[config.mk]
export PLATFORM = sky130hd
export DESIGN_NAME = instruction_word_decode_timing
export DESIGN_NICKNAME = d
export VERILOG_FILES = /design/src/rtl/insn_decode_pkg.sv /design/src/rtl/instruction_word_decode_timing.sv /design/src/rtl/status_flag_bank.sv
export VERILOG_INCLUDE_DIRS = /design/src /design/src/rtl
export SDC_FILE = /design/constraint.sdc
export NUM_CORES = 1
export LEC_CHECK = 0
export ABC_CLOCK_PERIOD_IN_PS = 4000
export BUFFER_PORTS_ARGS = -buffer_cell sky130_fd_sc_hd__buf_2
export CAP_MARGIN = 20
export CORE_AREA = 2 2 128 130
export CTS_BUF_LIST = sky130_fd_sc_hd__clkbuf_8
export DETAILED_ROUTE_END_ITERATION = 10
export DIE_AREA = 0 0 130 132
export PLACE_DENSITY = 0.74
export SLEW_MARGIN = 15
export SYNTH_ARGS = -nofsm -noshare
export SYNTH_HDL_FRONTEND = slang
export SYNTH_SLANG_ARGS = --single-unit
[constraint.sdc]
create_clock -name clk_sys_i -period 4 [get_ports clk_sys_i]
set_input_delay 0.4 -clock clk_sys_i [delete_from_list [all_inputs] [get_ports clk_sys_i]]
set_output_delay 0.4 -clock clk_sys_i [all_outputs]
set_load 0.05 [all_outputs]
[src/rtl/insn_decode_params.svh]
// Constants of the instruction word decoder
`ifndef INSN_DECODE_PARAMS_SVH
`define INSN_DECODE_PARAMS_SVH
`define WORD_W 24
`define F_OP 23:16
`define F_OP_VAR 16
`define F_SIZE 15:14
`define F_BASE 13:10
`define F_SRC 9:6
`define F_DEST 5:2
`define F_SRC_IND 1
`define F_DEST_IND 0
`define F_FDEST 13
`define F_FADDR 12:0
`define F_BITSEL 15:12
`define F_BIT_BASE 11:8
`define F_BIT_IND 4
`define F_BIT_REG 3:0
`define F_BIT_FIDX 11:0
`define F_LIT 13:4
`define F_LDEST 3:0
`define F_ACC 15
`define F_MPAIR 14:12
`define F_XPF 11:9
`define F_YPF 8:6
`define F_XD 5:4
`define F_YD 3:2
`define F_WBACK 1:0
`define F_SH_REG 14
`define F_SHIFT 13:8
`define F_WSO 7:4
`define F_WSO_IND 3
`define F_TGT_LO 15:0
`define F_TGT_HI 6:0
`define OP_NOP 8'h00
`define OP_GOTO2 8'h01
`define OP_CALL2 8'h02
`define OP_MOVD2 8'h03
`define OP_JUMP 8'h04
`define OP_INDIR 8'h05
`define OP_RETURN 8'h06
`define OP_IRET 8'h07
`define OP_TBLRD 8'h08
`define OP_TBLWR 8'h09
`define OP_CONDJ 8'h0A
`define OP_SKIP 8'h0B
`define GRP_CTRL 4'h0
`define GRP_REGOP 4'h1
`define GRP_FILE 4'h2
`define GRP_LIT 4'h3
`define GRP_BITW 4'h4
`define GRP_BITF 4'h5
`define GRP_MAC 4'h6
`define GRP_DSP 4'h7
`define SZ_WORD 2'h0
`define SZ_BYTE 2'h1
`define SZ_DWORD 2'h2
`define WB_NONE 2'h0
`define WB_REG 2'h1
`define WB_PINC 2'h2
`define WB_BAD 2'h3
`define WB_TARGET_REG 4'hD
`define W0_NUM 4'h0
`define LIT_BYTE_MAX 10'h0FF
`define CYC_1 2'h1
`define CYC_2 2'h2
`define CYC_3 2'h3
`define CYC_TABLE 2'h2
`define CYC_RETURN 2'h3
`endif

[src/rtl/insn_decode_pkg.sv]
// Types shared by the instruction word decoder files
package insn_decode_pkg;
  typedef enum logic [3:0] {
    cls_nop, cls_two_word, cls_jump, cls_indirect, cls_table, cls_return,
    cls_cond, cls_skip, cls_regop, cls_file, cls_lit, cls_bit_w, cls_bit_f,
    cls_mac, cls_dsp, cls_illegal
  } insn_class_t;
  typedef enum logic [1:0] {st_first, st_second, st_stall} dec_state_t;
  typedef struct packed {
    logic carry;
    logic half_byte_carry;
    logic negative;
    logic signed_range_exceeded;
    logic zero;
  } mcu_flags_t;
  typedef struct packed {
    logic accum_a_overflow;
    logic accum_b_overflow;
    logic accum_a_clipped;
    logic accum_b_clipped;
  } dsp_flags_t;
  typedef struct packed {
    mcu_flags_t mcu;
    dsp_flags_t dsp;
  } flag_set_t;
  typedef struct packed {
    insn_class_t cls;
    logic [7:0] opcode;
    logic [1:0] size;
    logic [3:0] base_operand_reg;
    logic [3:0] source_operand_reg;
    logic src_ind;
    logic [3:0] dest_operand_reg;
    logic dest_ind;
    logic [12:0] file_addr;
    logic to_file_op_default_reg;
    logic [3:0] bit_select_field;
    logic bit_by_base;
    logic [9:0] ten_bit_literal;
    logic acc_b;
    logic [2:0] mul_pair;
    logic [2:0] x_pf;
    logic [2:0] y_pf;
    logic [1:0] x_dst;
    logic [1:0] y_dst;
    logic wback_en;
    logic [3:0] accum_writeback_reg;
    logic wback_ind;
    logic shift_by_reg;
    logic [5:0] shift;
    logic [22:0] target;
  } decoded_t;
  typedef struct packed {
    dec_state_t st;
    logic [23:0] first_word;
    logic [1:0] stall_cnt;
    logic stall;
    logic issue;
    logic nop_slot;
    decoded_t dec;
    logic [1:0] cycles;
    logic [1:0] advance;
    logic illegal;
    logic second_err;
    logic lit_err;
    flag_set_t mask;
  } core_state_t;
endpackage : insn_decode_pkg

[src/rtl/instruction_word_decode_timing.sv]
// Instruction word decoder: operand split, word count and cycle cost
`timescale 1ns/1ps
`include "insn_decode_params.svh"
module instruction_word_decode_timing
  import insn_decode_pkg::*;
(
  input wire logic clk_sys_i,
  input wire logic rst_b_i,
  input wire logic [23:0] fetch_word_i,
  input wire logic fetch_valid_i,
  input wire logic [23:0] peek_word_i,
  input wire logic cond_true_i,
  input wire flag_set_t result_flags_i,
  output logic issue_o,
  output decoded_t decoded_o,
  output logic [1:0] cycles_o,
  output logic [1:0] word_advance_o,
  output logic fetch_stall_o,
  output logic nop_slot_o,
  output logic illegal_o,
  output logic second_word_err_o,
  output logic lit_range_err_o,
  output flag_set_t status_flags_o
);
  core_state_t s;
  core_state_t next_s;
  logic go;
  logic [23:0] w1;
  logic [23:0] w2;
  insn_class_t cls;
  logic [1:0] cost_v;

  // Opcode to instruction class
  function automatic insn_class_t classify(input logic [7:0] op);
    insn_class_t c;
    c = cls_illegal;
    if (op[7:4] == `GRP_CTRL) begin
      case (op)
        // lone second word is a no-operation
        `OP_NOP: c = cls_nop;
        `OP_GOTO2, `OP_CALL2, `OP_MOVD2: c = cls_two_word;
        `OP_JUMP: c = cls_jump;
        `OP_INDIR: c = cls_indirect;
        `OP_RETURN, `OP_IRET: c = cls_return;
        `OP_TBLRD, `OP_TBLWR: c = cls_table;
        `OP_CONDJ: c = cls_cond;
        `OP_SKIP: c = cls_skip;
        default: c = cls_illegal;
      endcase
    end else begin
      case (op[7:4])
        `GRP_REGOP: c = cls_regop;
        `GRP_FILE: c = cls_file;
        `GRP_LIT: c = cls_lit;
        `GRP_BITW: c = cls_bit_w;
        `GRP_BITF: c = cls_bit_f;
        `GRP_MAC: c = cls_mac;
        `GRP_DSP: c = cls_dsp;
        default: c = cls_illegal;
      endcase
    end
    return c;
  endfunction : classify

  function automatic logic two_word(input logic [7:0] op);
    return classify(op) == cls_two_word;
  endfunction : two_word

  // Operand fields per class
  function automatic decoded_t split(input logic [23:0] a, input logic [23:0] b,
                                     input insn_class_t c);
    decoded_t d;
    d = '0;
    d.cls = c;
    d.opcode = a[`F_OP];
    d.size = (a[`F_SIZE] == `SZ_BYTE || a[`F_SIZE] == `SZ_DWORD) ? a[`F_SIZE] : `SZ_WORD;
    case (c)
      cls_regop: begin
        d.base_operand_reg = a[`F_BASE];
        d.source_operand_reg = a[`F_SRC];
        d.src_ind = a[`F_SRC_IND];
        d.dest_operand_reg = a[`F_DEST];
        d.dest_ind = a[`F_DEST_IND];
      end
      cls_file: begin
        d.file_addr = a[`F_FADDR];
        d.to_file_op_default_reg = a[`F_FDEST];
        d.dest_operand_reg = `W0_NUM;
      end
      cls_lit: begin
        d.ten_bit_literal = a[`F_LIT];
        d.dest_operand_reg = a[`F_LDEST];
      end
      // bit select by literal or base
      cls_bit_w, cls_skip: begin
        d.bit_select_field = a[`F_BITSEL];
        d.bit_by_base = a[`F_OP_VAR];
        d.base_operand_reg = a[`F_BIT_BASE];
        d.source_operand_reg = a[`F_BIT_REG];
        d.src_ind = a[`F_BIT_IND];
      end
      cls_bit_f: begin
        d.bit_select_field = a[`F_BITSEL];
        d.bit_by_base = a[`F_OP_VAR];
        d.file_addr = {a[`F_BIT_FIDX], 1'b0};
      end
      cls_mac: begin
        d.acc_b = a[`F_ACC];
        d.mul_pair = a[`F_MPAIR];
        d.x_pf = a[`F_XPF];
        d.y_pf = a[`F_YPF];
        d.x_dst = a[`F_XD];
        d.y_dst = a[`F_YD];
        d.wback_en = a[`F_WBACK] == `WB_REG || a[`F_WBACK] == `WB_PINC;
        d.accum_writeback_reg = d.wback_en ? `WB_TARGET_REG : `W0_NUM;
        d.wback_ind = a[`F_WBACK] == `WB_PINC;
      end
      cls_dsp: begin
        d.acc_b = a[`F_ACC];
        d.shift_by_reg = a[`F_SH_REG];
        d.shift = a[`F_SHIFT];
        d.source_operand_reg = a[`F_WSO];
        d.src_ind = a[`F_WSO_IND];
      end
      default: begin
        d.target = {b[`F_TGT_HI], a[`F_TGT_LO]};
      end
    endcase
    return d;
  endfunction : split

  // Cycle cost of one instruction
  function automatic logic [1:0] cost(input insn_class_t c, input logic [1:0] sz,
                                      input logic cnd, input logic skip2);
    logic [1:0] n;
    n = `CYC_1;
    case (c)
      cls_jump, cls_indirect, cls_table: n = `CYC_TABLE;
      cls_return: n = `CYC_RETURN;
      cls_cond: n = cnd ? `CYC_2 : `CYC_1;
      // skip over one or two words
      cls_skip: n = cnd ? (skip2 ? `CYC_3 : `CYC_2) : `CYC_1;
      cls_two_word: n = `CYC_2;
      cls_regop, cls_file: n = (sz == `SZ_DWORD) ? `CYC_2 : `CYC_1;
      default: n = `CYC_1;
    endcase
    return n;
  endfunction : cost

  // Flags each class may touch
  function automatic flag_set_t affect(input decoded_t d);
    flag_set_t m;
    m = '0;
    case (d.cls)
      cls_regop, cls_file, cls_lit: m.mcu = '1;
      cls_bit_w, cls_bit_f: m.mcu.zero = 1'b1;
      cls_mac, cls_dsp: begin
        m.dsp.accum_a_overflow = !d.acc_b;
        m.dsp.accum_a_clipped = !d.acc_b;
        m.dsp.accum_b_overflow = d.acc_b;
        m.dsp.accum_b_clipped = d.acc_b;
      end
      default: m = '0;
    endcase
    return m;
  endfunction : affect

  // Sequencing of words, issue and extra no-operation cycles
  always_comb begin
    next_s = s;
    next_s.issue = 1'b0;
    next_s.nop_slot = 1'b0;
    next_s.second_err = 1'b0;
    next_s.illegal = 1'b0;
    next_s.lit_err = 1'b0;
    next_s.mask = '0;
    go = 1'b0;
    w1 = fetch_word_i;
    w2 = '0;
    cls = classify(fetch_word_i[`F_OP]);
    cost_v = `CYC_1;
    case (s.st)
      st_first: begin
        if (fetch_valid_i) begin
          next_s.advance = two_word(fetch_word_i[`F_OP]) ? `CYC_2 : `CYC_1;
          if (cls == cls_two_word) begin
            next_s.first_word = fetch_word_i;
            next_s.st = st_second;
          end else begin
            go = 1'b1;
          end
        end
      end
      st_second: begin
        if (fetch_valid_i) begin
          w1 = s.first_word;
          w2 = fetch_word_i;
          cls = cls_two_word;
          go = 1'b1;
          next_s.second_err = fetch_word_i[`F_OP] != `OP_NOP;
        end
      end
      st_stall: begin
        next_s.nop_slot = 1'b1;
        next_s.stall_cnt = s.stall_cnt - 2'h1;
        if (s.stall_cnt == `CYC_1) begin
          next_s.st = st_first;
          next_s.stall = 1'b0;
        end
      end
      default: begin
        next_s.st = st_first;
        next_s.stall = 1'b0;
      end
    endcase
    if (go) begin
      next_s.issue = 1'b1;
      next_s.dec = split(w1, w2, cls);
      cost_v = cost(cls, next_s.dec.size, cond_true_i, two_word(peek_word_i[`F_OP]));
      next_s.cycles = cost_v;
      next_s.illegal = cls == cls_illegal || next_s.second_err
                       || (cls == cls_mac && w1[`F_WBACK] == `WB_BAD);
      next_s.lit_err = cls == cls_lit && next_s.dec.size == `SZ_BYTE
                       && w1[`F_LIT] > `LIT_BYTE_MAX;
      next_s.mask = (next_s.illegal || next_s.lit_err) ? '0 : affect(next_s.dec);
      if (cls != cls_two_word && cost_v != `CYC_1) begin
        next_s.st = st_stall;
        next_s.stall = 1'b1;
        next_s.stall_cnt = cost_v - 2'h1;
      end else begin
        next_s.st = st_first;
        next_s.stall = 1'b0;
      end
    end
  end

  // State register
  always_ff @(posedge clk_sys_i or negedge rst_b_i) begin
    if (!rst_b_i) begin
      s <= '0;
    end else begin
      s <= next_s;
    end
  end

  status_flag_bank u_flags (
    .clk_sys_i(clk_sys_i),
    .rst_b_i(rst_b_i),
    .upd_mask_i(s.mask),
    .result_i(result_flags_i),
    .flags_o(status_flags_o)
  );

  assign issue_o = s.issue;
  assign decoded_o = s.dec;
  assign cycles_o = s.cycles;
  assign word_advance_o = s.advance;
  assign fetch_stall_o = s.stall;
  assign nop_slot_o = s.nop_slot;
  assign illegal_o = s.illegal;
  assign second_word_err_o = s.second_err;
  assign lit_range_err_o = s.lit_err;
endmodule : instruction_word_decode_timing

[src/rtl/status_flag_bank.sv]
// General and accumulator status flags with per-bit update masks
`timescale 1ns/1ps
`include "insn_decode_params.svh"
module status_flag_bank
  import insn_decode_pkg::*;
(
  input wire logic clk_sys_i,
  input wire logic rst_b_i,
  input wire flag_set_t upd_mask_i,
  input wire flag_set_t result_i,
  output flag_set_t flags_o
);
  flag_set_t s;
  flag_set_t next_s;

  always_comb begin
    next_s = flag_set_t'((s & ~upd_mask_i) | (result_i & upd_mask_i));
  end

  // Flag register
  always_ff @(posedge clk_sys_i or negedge rst_b_i) begin
    if (!rst_b_i) begin
      s <= '0;
    end else begin
      s <= next_s;
    end
  end

  assign flags_o = s;
endmodule : status_flag_bank

# Word level (Yosys, flattened, before mapping)

Memories as Yosys holds them, arrays and structs flattened.
Cells that the tools add are included.

Bits in registers: 163
ROM bits: 192
Input port bits: 61
Output and inout port bits: 126
Logic and storage cells: 201
Memories kept: 3

Memories:

| memory           | depth | width | read ports | clocked after memory_dff | wr ports | line                                 | text |
|---|---|---|---|---|---|---|---|
| (name not given) | 16    | 4     | 1          | 0                        | 0        | instruction_word_decode_timing.sv:38 | `case (op)` |
| (name not given) | 16    | 4     | 1          | 0                        | 0        | instruction_word_decode_timing.sv:38 |  |
| (name not given) | 16    | 4     | 1          | 0                        | 0        | instruction_word_decode_timing.sv:38 |  |

Add/subtract/negate cells: 2
$lt $le $gt $ge: 1
Equality and inequality tests: 49
Multiplexer cells: 61
Bitwise operators: 4
Reduce and logical (&&, ||, !) cells: 27

Operators with widths:

| operator                                                               | number |
|---|---|
| 26-bit two-way mux                                                     | 2 |
| 4-bit by 3-bit == test with 1-bit output (second input constant)       | 12 |
| 24-bit two-way mux                                                     | 2 |
| 4-bit two-way mux                                                      | 12 |
| 3-bit case mux with 7 select lines                                     | 2 |
| 4-bit == test (second input constant)                                  | 8 |
| 13-bit case mux with 2 select lines                                    | 1 |
| 4-bit by 1-bit == test with 1-bit output (second input constant)       | 6 |
| 4-bit by 2-bit == test with 1-bit output (second input constant)       | 6 |
| 23-bit two-way mux                                                     | 1 |
| 2-bit two-way mux                                                      | 11 |
| 7-bit two-way mux                                                      | 3 |
| 10-bit two-way mux                                                     | 2 |
| 19-bit two-way mux                                                     | 1 |
| 9-bit bitwise AND                                                      | 2 |
| 4-bit case mux with 2 select lines                                     | 2 |
| 1-bit two-way mux                                                      | 15 |
| 5-bit case mux with 3 select lines                                     | 1 |
| 2-bit by 1-bit == test with 1-bit output (second input constant)       | 5 |
| 2-bit == test (second input constant)                                  | 5 |
| 10-bit by 8-bit > comparator with 1-bit output (second input constant) | 1 |
| 2-bit case mux with 5 select lines                                     | 1 |
| 9-bit two-way mux                                                      | 1 |
| 3-bit != test (second input constant)                                  | 3 |
| other kinds (23)                                                       | 39 |

# Depth between registers and ports, before layout

Gate-level depths: netlist of the first run.

Depth after elaboration: 17
Depth in mapped cells: 10
Gate-level depth less buffers: 7

# Cells and area by module

A second synthesis of the first run with hierarchy kept.

Cells, all modules: 760
Area total of the unflattened synthesis: 7,509.7 sq um

By module, submodules not included:

| module                         | instances | cells each | area an instance (sq um) | seq. area each (sq um) |
|---|---|---|---|---|
| instruction_word_decode_timing | 1         | 742        | 7,149.4                  | 3,628.5 |
| status_flag_bank               | 1         | 18         | 360.3                    | 225.2 |

# Worst setup path after synthesis of the first run

No wires, ideal clock.

Path kind: input to register
Start: in fetch_word_i[23]
End: reg s (netlist bit decoded_o[15])
Setup time: 0.136 ns
Arrival: 2.366 ns
Path slack: 1.498 ns
Stages: 9
Cells stage by stage: buf_2 or4_1 buf_2 o211a_4 or4_4 buf_6 o211ai_4 buf_12 o31ai_2

Longest elaborated chain between the ends: 8

Ends and longest elaborated chain:

| element                                                                          | line                                  | text |
|---|---|---|
| start, declared                                                                  | instruction_word_decode_timing.sv:9   | `input wire logic [23:0] fetch_word_i,` |
| 4-bit by 3-bit == test with 1-bit output (tied with other cells)                 | instruction_word_decode_timing.sv:51  | `case (op[7:4])` |
| 3-bit case mux with 7 select lines                                               | instruction_word_decode_timing.sv:51  |  |
| 4-bit two-way mux (*)                                                            | instruction_word_decode_timing.sv:37  | `` if (op[7:4] == `GRP_CTRL) begin `` |
| 4-bit two-way mux                                                                | instruction_word_decode_timing.sv:195 | `if (fetch_valid_i) begin` |
| 4-bit two-way mux                                                                | instruction_word_decode_timing.sv:182 | `case (s.st)` |
| 4-bit == test / 4-bit by 3-bit == test with 1-bit output (equally long branches) | instruction_word_decode_timing.sv:77  | `case (c)` |
| 8-bit OR reduction (no source line)                                              | -                                     |  |
| 23-bit two-way mux                                                               | instruction_word_decode_timing.sv:77  |  |
| end signal, assigned                                                             | instruction_word_decode_timing.sv:242 | `s <= next_s;` |
| end, declared                                                                    | instruction_word_decode_timing.sv:25  | `core_state_t s;` |

Mark *: on every way between the ends. The rest lies on a longest branch, timed or not.
A chain may end at the register's enable or synchronous reset.

# Worst setup path in the final report of the first run

Start: reg s[153] in the netlist's numbering
End: reg s[8] in the netlist's numbering

Longest elaborated chain between the ends: 11

Ends and longest elaborated chain:

| element                                                                                                 | line                                  | text |
|---|---|---|
| parallel branches: the longest is 10 deep, another holds 10-bit by 8-bit > comparator with 1-bit output | -                                     |  |
| 10-bit two-way mux (*)                                                                                  | instruction_word_decode_timing.sv:216 | `if (go) begin` |

Every way passes the cells marked *.

==> flow_metrics.tcl, run 1 <==
set metrics [dict create \
    status "completed" \
    cts_sinks 154 \
    synth_area_per_cell_um2 10.1 \
    ir_worst_vdd_uv 394 \
    htree_levels 4 \
    routed_via_density 5.53 \
    seq_area_frac_synth_pct 49.8 \
    track_usage_pct 22.8 \
    clk_latency_ns 0.46 \
    coreArea_um2 15700 \
    ys_warn_count 0 \
    finalClockSkew_ns 0.0106 \
    routed_wl_mm 19.2 \
    drive_gt1_share_pct 32.1 \
    worstSetupStartpointType "register" \
    drt-initial-drc-count 455 \
    tightest_slew_ns 0.971 \
    arrival_ns 3.17 \
    path_max_fanout 30 \
    cts_resized 0 \
    synth_edf_count 0 \
    cts_made_buffers 17 \
    ff2ff_path_depth 5 \
    cts_buffer_depth 2 \
    numPortBuffers 169 \
    p_per_area_nw_per_um2 565 \
    io_pins 187 \
    setup_violations 0 \
    gr-total-overflow 0 \
    die_w_um 130 \
    synth_seq_cells 154 \
    grt_max_degree 96 \
    synth_flop_cell "dfrtp_1" \
    fin_tns_setup_ns 0 \
    end_kind "register" \
    cap_violations 0 \
    utilization_pct 52.6 \
    synth_fp_nets 829 \
    drt_pass1_iterations 5 \
    r2r_start "s[153]$_DFFE_PN0P_" \
    dieHeight_um 132 \
    grt_setup_unrepaired "no" \
    gp_congestion 0.852 \
    fin_crit_ns 2.88 \
    cts-hold-fix-buffers 0 \
    drc 0 \
    period_share_pct 72.1 \
    hpwl_mm 13.4 \
    startpoint "s[153]$_DFFE_PN0P_" \
    syn2layout_area_growth_pct 6.86 \
    grt_pass1_wl_mm 30.0 \
    final_max_slew_viol_count 0 \
    post_cts_buffers 0 \
    initial_core_util_pct 49.2 \
    vias 5738 \
    fin_nets 870 \
    syn_inst 765 \
    synth_cell_types 62 \
    worstSetupPathType "reg2reg" \
    finalPower_mw 4.67 \
    clk_pin_slew_ns 0.09 \
    syn-cell-area_um2 7740 \
    hp-class "in2async" \
    power_leakage_nw 4.06 \
    antenna_found_initial 2 \
    slew_headroom_pct 34.7 \
    first_global_vias 5423 \
    fillers 1459 \
    root_buffer "clkbuf_8" \
    crit_chain "and3b_2, mux2_2, o211ai_1, a21oi_1, nor4_1" \
    ant_nets 0 \
    synthArstFlopShare_pct 100 \
    wl_per_cell_um 18.5 \
    fp.dieArea_um2 17200 \
    cpMaxStageDelayCell "and3b_2" \
    rows 46 \
    hold_violations 0 \
    required_ns 4.28 \
    crit_path_max_incr_delay_ns 0.78 \
    cts_tree "built" \
    fmax_mhz 347 \
]
==> cell type report <==
| cell class | instances | area, um2 | share of cell area (%) |
|---|---|---|---|
| Clock inverter | 15 | 116 | 1.41 |
| Tap cell | 216 | 270 | 3.27 |
| Inverter | 10 | 37.5 | 0.454 |
| Sequential cell | 154 | 3850 | 46.6 |
| Clock buffer | 17 | 234 | 2.83 |
| Timing Repair Buffer | 181 | 942 | 11.4 |
| Antenna cell | 2 | 5.00 | 0.0605 |
| Multi-Input combinational cell | 442 | 2810 | 34.0 |
==> Yosys cell counts (6+ instances only) <==
master    number  area [um2]
o31ai_1       28         210
nand2_1      136         510
nor3b_1        7        52.6
buf_1          6        22.5
mux2i_1       16         160
nor2_1        26        97.6
inv_1          9        33.8
and2_1         8        50.1
nand2b_1       7        43.8
o21ai_0       43         215
o21ai_2        7        61.3
a31oi_1       10        62.6
o21a_1         8        60.1
clkbuf_1      27         101
buf_2         13        65.1
buf_4        111         833
a22o_1         8        70.1
a32oi_1        8        70.1
a21oi_1       11        55.1
dfrtp_1      154        3850
o221ai_1      15         131
mux2_2        31         349
==> cells by family after synthesis <==
family          Yosys count  share of synthesized area [%]
other cells               1                         0.0485
buf+inv                 169                           14.1
compound gates          177                           16.7
simple gates            212                           12.1
flops                   154                           49.8
mux                      47                           6.58
fa+ha+maj                 3                          0.485
xor+xnor                  2                          0.226
==> state kept, by name (all words and copies together) (netlist names), named ones only <==
name / flops
lit_range_err_o: 1
nop_slot_o: 1
second_word_err_o: 1
word_advance_o: 2
cycles_o: 2
decoded_o: 103
illegal_o: 1
s: 32
fetch_stall_o: 1
issue_o: 1
==> worst max-delay path: cells and delay by family (launching register included) <==
kind,cells,cell delay (ns)
flops,1,0.43
mux,1,0.43
compound gates,2,0.54
simple gates,2,1.32
==> placed cells by master, fill, tap and decap left out, types with 5 or more instances in the layout <==
cell type  count
a22o_1         8
inv_1          9
o31ai_1       28
o21a_1         8
a31oi_1       10
a32oi_1        8
mux2_2        31
dfrtp_1      154
clkbuf_8      17
buf_2        168
and2_1         8
nand2b_1       7
nand3_1        5
nor3b_1        7
o21ai_0       43
nand2_1      136
mux2i_1       16
a21oi_1       11
clkinv_2       5
nor3_1         5
o22a_1         5
o221ai_1      15
o22ai_1        5
buf_4         12
o21ai_2        7
nor2_1        26
==> path summary, 6_finish.rpt <==
kind / slack (ns) / to
max: 1.12 / s[8]$_DFF_PN0_
min: 0.005 / decoded_o[4]$_DFFE_PN0P_
max reg2reg: 1.12 / s[8]$_DFF_PN0_
min reg2reg: 0.47 / decoded_o[4]$_DFFE_PN0P_
max in group asynchronous: 2.99 / asynchronous set/reset pin
min in group clk_sys_i: 0.17 / register
==> per-stage QoR <==
stage / hold WS (ns) / cells / setup WS (ns) / instance area (um2)
detailed placement: 0.460 / 1003 / 0.764 / 7910
global route: 0.0620 / 1036 / 0.924 / 8260
global placement: 0.453 / 1003 / 0.822 / 7910
CTS: 0.0461 / 1035 / 1.15 / 8260
floorplan: 0.104 / 765 / 1.50 / 7740
finish: 0.00464 / 1037 / 1.12 / 8270
==> per-layer routing <==
metal | wire, um | share of wire (%) | GRT usage, % | vias to the layer above
met5 | 0 | 0 | 0 | -
li1 | - | - | - | 2651
met3 | 1300 | 6.8 | 5.88 | 28
met2 | 9020 | 47 | 34.8 | 218
met4 | 369 | 1.9 | 6.99 | 0
met1 | 8530 | 44 | 32.0 | 2841
==> report_power, final <==
| group | internal, mW | switching, mW |
|---|---|---|
| registers | 1.80 | 0.129 |
| clock network | 0.441 | 0.628 |
| logic | 0.385 | 1.28 |
| total | 2.63 | 2.04 |
No activity file was read; power rests on OpenSTA's default activity.
==> inputs of run 2 (changes only) <==
--- a/config.mk
+++ b/config.mk
@@ -6,7 +6,7 @@
 export SDC_FILE = /design/constraint.sdc
 export NUM_CORES = 1
 export LEC_CHECK = 0
-export ABC_CLOCK_PERIOD_IN_PS = 4000
+export ABC_CLOCK_PERIOD_IN_PS = 2950
 export BUFFER_PORTS_ARGS = -buffer_cell sky130_fd_sc_hd__buf_2
 export CAP_MARGIN = 20
 export CORE_AREA = 2 2 128 130
==> constraint.sdc (replaced) <==
create_clock -name clk_sys_i -period 2.95 [get_ports clk_sys_i]
set_input_delay 0.295 -clock clk_sys_i [delete_from_list [all_inputs] [get_ports clk_sys_i]]
set_output_delay 0.295 -clock clk_sys_i [all_outputs]
set_load 0.05 [all_outputs]
==> run 2 against run 1 <==
Effect of this change:
- design area up 3.2%
- maximum frequency rose by 12%
- global-route usage increased by 0.38 points
- cell count is 1.6% higher
- utilization is 1.7 points higher
- sequential share of layout area fell by 1.5 points
- power grew 44%
- critical endpoint is now s[1]$_DFF_PN0_
- critical path type unchanged
- sequential cell count unchanged
- sequential power up 36%
- non-clock buffer count is 18 higher
- first-iteration DRC count rose by 16%
- clock power up 71%
==> flow_metrics.tcl, run 2 (same netlist as run 1, synthesis figures left out) <==
set metrics [dict create \
    worstSetupPathType "reg2reg" \
    fmax_mhz 389 \
    hold_depth 2 \
    final_max_slew_viol_count 0 \
    drc 0 \
    ant_nets 0 \
    largest_register_ffs 103 \
    wl_per_cell_um 18.4 \
    fin_nets 888 \
    syn2layout_area_growth_pct 10.3 \
    routed_via_density 5.50 \
    first_global_vias 5421 \
    drt_pass1_iterations 5 \
    numPortBuffers 169 \
    cts_resized 0 \
    dp.cells 1020 \
    ff2ff_path_depth 7 \
    fin_tns_setup_ns 0 \
    final_cell_mix "buf_2, dfrtp_1, nand2_1, o21ai_0, mux2_2" \
    hold_violations 0 \
    routed_wl_mm 19.4 \
    hp-class "in2reg" \
    p_per_area_nw_per_um2 789 \
    antenna_found_initial 1 \
    cts_tree "built" \
    r2r_start "s[153]$_DFFE_PN0P_" \
    cts_buffer_depth 2 \
    io_pins 187 \
    post_cts_buffers 0 \
    arrival_ns 2.91 \
    placedInstanceArea_um2 8060 \
    initial_core_util_pct 49.2 \
    grt_pass1_wl_mm 30.3 \
    htree_levels 4 \
    final_common_cell "buf_2" \
    gp_congestion 0.892 \
    fin_crit_ns 2.57 \
    final_cells 1054 \
    track_usage_pct 23.2 \
    required_ns 3.29 \
    die_w_um 130 \
    root_buffer "clkbuf_8" \
    path_max_fanout 22 \
    cap_violations 0 \
    rows 46 \
    coreArea_um2 15700 \
    end_kind "register" \
    drive_gt1_share_pct 33.5 \
    worstSetupStartpointType "register" \
    finalClockSkew_ns 0.0100 \
    grt_max_degree 134 \
    clk_latency_ns 0.47 \
    slew_headroom_pct 49.6 \
    status "completed" \
    drt-initial-drc-count 526 \
    ir_worst_vdd_uv 364 \
    dieHeight_um 132 \
    gr-total-overflow 0 \
    tightest_slew_ns 0.752 \
    hold_start "result_flags_i[1]" \
    setup_violations 0 \
    vias 5792 \
    fp.dieArea_um2 17200 \
    final_cell_area_um2 8530 \
    power_leakage_nw 4.19 \
    cts_sinks 154 \
    hpwl_mm 13.6 \
    clk_pin_slew_ns 0.09 \
    period_share_pct 87.2 \
    grt_setup_unrepaired "no" \
    cts_made_buffers 17 \
    startpoint "s[153]$_DFFE_PN0P_" \
]
## run 2: changes by cell type in the layout (fill, tap and decap cells not counted)
cell | previous run | this run
diode_2 | 2 | 1
clkinvlp_4 | 1 | 2
buf_4 | 12 | 27
clkinv_2 | 5 | 0
bufinv_16 | 0 | 4
dlygate4sd3_1 | 0 | 1
buf_12 | 0 | 2
inv_6 | 4 | 3
clkbuf_8 | 17 | 18
## run 2: power by group
group	switching (mW)	internal [mW]
combinational	1.75	0.546
sequential	0.173	2.44
clock	0.861	0.966
total	2.78	3.96
## run 2: what timing repair did
| item | in CTS | in global routing |
|---|---|---|
| endpoints found under the hold margin | 72 | 0 |
| endpoints found under the setup margin | 0 | 0 |
| hold buffers | 1 | 0 |
## run 2: per-stage QoR
step                      setup slack, ns  power [mW]  util (%)  hold WS [ns]
after floorplan                     0.553        4.69         -     -0.000591
after CTS                           0.389        6.78      54.3        0.0406
after global placement              0.310        4.93      51.3         0.371
after detailed placement            0.295        4.96      51.3         0.369
final                               0.378        6.74      54.3        0.0588
after global routing                0.102        7.04      54.3        0.0430
## run 2: critical path: stages, from the launching register on
cell and delay (ns):
dfrtp_1 0.43, and3b_2 0.64, mux2i_1 0.41, inv_1 0.20
ha_1 0.22, nor2_1 0.15, mux2i_1 0.11, nor4_1 0.27
## run 2: path summary, 6_finish.rpt
check	to	slack, ns
max	s[1]$_DFF_PN0_	0.38
min	register	0.06
min in group asynchronous	decoded_o[38]$_DFFE_PN0P_	0.42
max reg2reg	s[1]$_DFF_PN0_	0.38
min reg2reg	decoded_o[4]$_DFFE_PN0P_	0.47
max in group asynchronous	decoded_o[103]$_DFFE_PN0P_	1.67
## run 2: layer usage
layer	vias to the layer above	GRT usage [%]	wire, um
met3	34	5.24	1260
met5	-	0	0
met2	240	35.7	9170
met1	2829	32.4	8520
met4	0	7.71	436
li1	2689	-	-
## run 2: final cells by class
cell class / count / area, um2
fill: 1457 / 7180
sequential: 154 / 3850
multi-input combinational: 442 / 2810
timing repair buffer: 199 / 1100
tap: 216 / 270
clock buffer: 18 / 248
clock inverter: 14 / 210
inverter: 10 / 37.5
antenna: 1 / 2.50
==> inputs of run 3 (changes only) <==
--- a/config.mk
+++ b/config.mk
@@ -9,11 +9,10 @@
 export ABC_CLOCK_PERIOD_IN_PS = 2950
 export BUFFER_PORTS_ARGS = -buffer_cell sky130_fd_sc_hd__buf_2
 export CAP_MARGIN = 20
-export CORE_AREA = 2 2 128 130
+export CORE_AREA = 2 2 179 181
 export CTS_BUF_LIST = sky130_fd_sc_hd__clkbuf_8
 export DETAILED_ROUTE_END_ITERATION = 10
-export DIE_AREA = 0 0 130 132
-export PLACE_DENSITY = 0.74
+export DIE_AREA = 0 0 181 183
 export SLEW_MARGIN = 15
 export SYNTH_ARGS = -nofsm -noshare
 export SYNTH_HDL_FRONTEND = slang
==> run 3 against run 2 <==
Effect of this change:
- non-clock buffer count increased by 6
- clock skew up 0.0078 ns
- design area increased by 3.1%
- utilization decreased by 26 points
- sequential share of layout area down 1.4 points
- power down 0.83%
- worst hold slack worse by 0.0073 ns
- sequential cell count unchanged
- critical path type unchanged
- critical endpoint is now s[0]$_DFF_PN0_
- largest cell class unchanged
- largest power group unchanged
==> flow_metrics.tcl, run 3 (same netlist as run 1, synthesis figures left out) <==
set metrics [dict create \
    status "completed" \
    drt-initial-drc-count 340 \
    grt_max_degree 78 \
    root_buffer "clkbuf_8" \
    finalClockSkew_ns 0.0178 \
    crit_path_end "s[0]$_DFF_PN0_" \
    initial_core_util_pct 24.8 \
    numPortBuffers 169 \
    routed_via_density 4.65 \
    switchingPower_mw 2.94 \
    fp.dieArea_um2 33100 \
    tightest_slew_ns 1.09 \
    io_pins 187 \
    period_share_pct 93.4 \
    final_max_slew_viol_count 0 \
    power_leakage_nw 4.21 \
    cts_resized 0 \
    hold_violations 0 \
    r2r-end "s[0]$_DFF_PN0_" \
    worstSetupPathType "reg2reg" \
    gr-total-overflow 0 \
    clk_latency_ns 0.47 \
    slew_headroom_pct 26.4 \
    crit_chain "and3b_2, mux2i_1, inv_1, ha_1, nor2_1, mux2i_1, nor4_1" \
    fin_crit_ns 2.75 \
    coreArea_um2 31200 \
    cp_common_cell "mux2i_1" \
    rows 65 \
    startpoint "s[153]$_DFFE_PN0P_" \
    setup_violations 0 \
    worstSetupStartpointType "register" \
    cts-hold-fix-buffers 1 \
    clk_pin_slew_ns 0.10 \
    clkPwrFrac_pct 25.1 \
    post_cts_buffers 0 \
    final_cell_mix "buf_2, dfrtp_1, nand2_1, o21ai_0, mux2_2" \
    p_comb_share_pct 35.7 \
    drive_gt1_share_pct 33.9 \
    p_per_area_nw_per_um2 759 \
    rrSetupSlack_ns 0.20 \
    grt_setup_unrepaired "no" \
    dieHeight_um 183 \
    internal_power_mw 3.74 \
    ant_nets 0 \
    switching_share_pct 44.1 \
    cp_num_cells 7 \
    cap_violations 0 \
    fin_nets 894 \
    hpwl_mm 16.9 \
    track_usage_pct 14.0 \
    seqPwrFrac_pct 39.2 \
    hp-class "in2reg" \
    routed_wl_mm 23.0 \
    antenna_found_initial 2 \
    wl_per_cell_um 18.5 \
    crit_path_max_incr_delay_ns 0.53 \
    cts_tree "built" \
    drc 0 \
    vias 5790 \
    final_common_cell "buf_2" \
    die_w_um 181 \
    arrival_ns 3.06 \
    fin_tns_setup_ns 0 \
    path_delay_family "simple AND/OR/NAND/NOR gates" \
    required_ns 3.26 \
    drt_pass1_iterations 5 \
    ff2ff_path_depth 7 \
    largest_register_ffs 103 \
    r2r_start "s[153]$_DFFE_PN0P_" \
    gp_congestion 0.807 \
    cp_num_buf_inv 1 \
    end_kind "register" \
    ir_worst_vdd_uv 273 \
    cpMaxStageDelayCell "and3b_2" \
    htree_levels 4 \
    path_max_fanout 13 \
    cts_sinks 154 \
    syn2layout_area_growth_pct 13.8 \
    first_global_vias 5470 \
    fmax_mhz 363 \
    grt_pass1_wl_mm 34.5 \
    finalPower_mw 6.68 \
    cts_made_buffers 17 \
    cts_buffer_depth 2 \
]
-- run 3: power by group through the flow --
stage / clock network (mW) / registers [mW] / logic, mW
after floorplan: 0 / 2.86 / 1.83
after global placement: 0 / 2.65 / 2.40
after CTS: 1.73 / 2.62 / 2.42
after detailed placement: 0 / 2.66 / 2.42
after global routing: 1.82 / 2.67 / 2.53
final: 1.67 / 2.62 / 2.39
-- run 3: area by class of cell --
type,instances,area (um2)
inverter,10,37.5
timing repair buffer,205,1190
multi-input combinational,442,2810
fill,3361,22400
clock inverter,15,176
sequential,154,3850
tap,402,503
clock buffer,17,234
antenna,1,2.50
-- run 3: metrics by stage --
stage                     hold WS [ns]  instance area (um2)  utilization (%)  cells  setup slack (ns)
after floorplan              -0.000591                 7740                -    765             0.553
after global routing            0.0269                 8800             28.2   1245            0.0504
final                           0.0515                 8800             28.2   1246             0.196
after CTS                       0.0310                 8800             28.2   1245             0.208
after global placement           0.390                 8380             26.8   1212             0.215
after detailed placement         0.396                 8380             26.8   1212             0.144
-- run 3: how the worst min path moves through the flow --
stage | from | end | slack, ns | cells after the start
2_1_floorplan | rst_b_i | asynchronous set/reset pin | -0.0006 | 0
3_3_place_gp | rst_b_i | word_advance_o[0]$_DFFE_PN0P_ | 0.39 | 1
3_5_place_dp | rst_b_i | decoded_o[60]$_DFFE_PN0P_ | 0.40 | 1
4_1_cts | result_flags_i[4] | register | 0.03 | 2
5_1_grt | result_flags_i[1] | register | 0.03 | 2
6_report | result_flags_i[4] | register | 0.05 | 2
-- run 3: per-layer routing --
metal  global-route usage [%]  wire length (um)  vias up
li1                         -                 -     2701
met1                     18.8             10400     2877
met2                     22.7             11000      194
met3                     3.63              1480       16
met4                     3.15               201        2
met5                        0                13        -
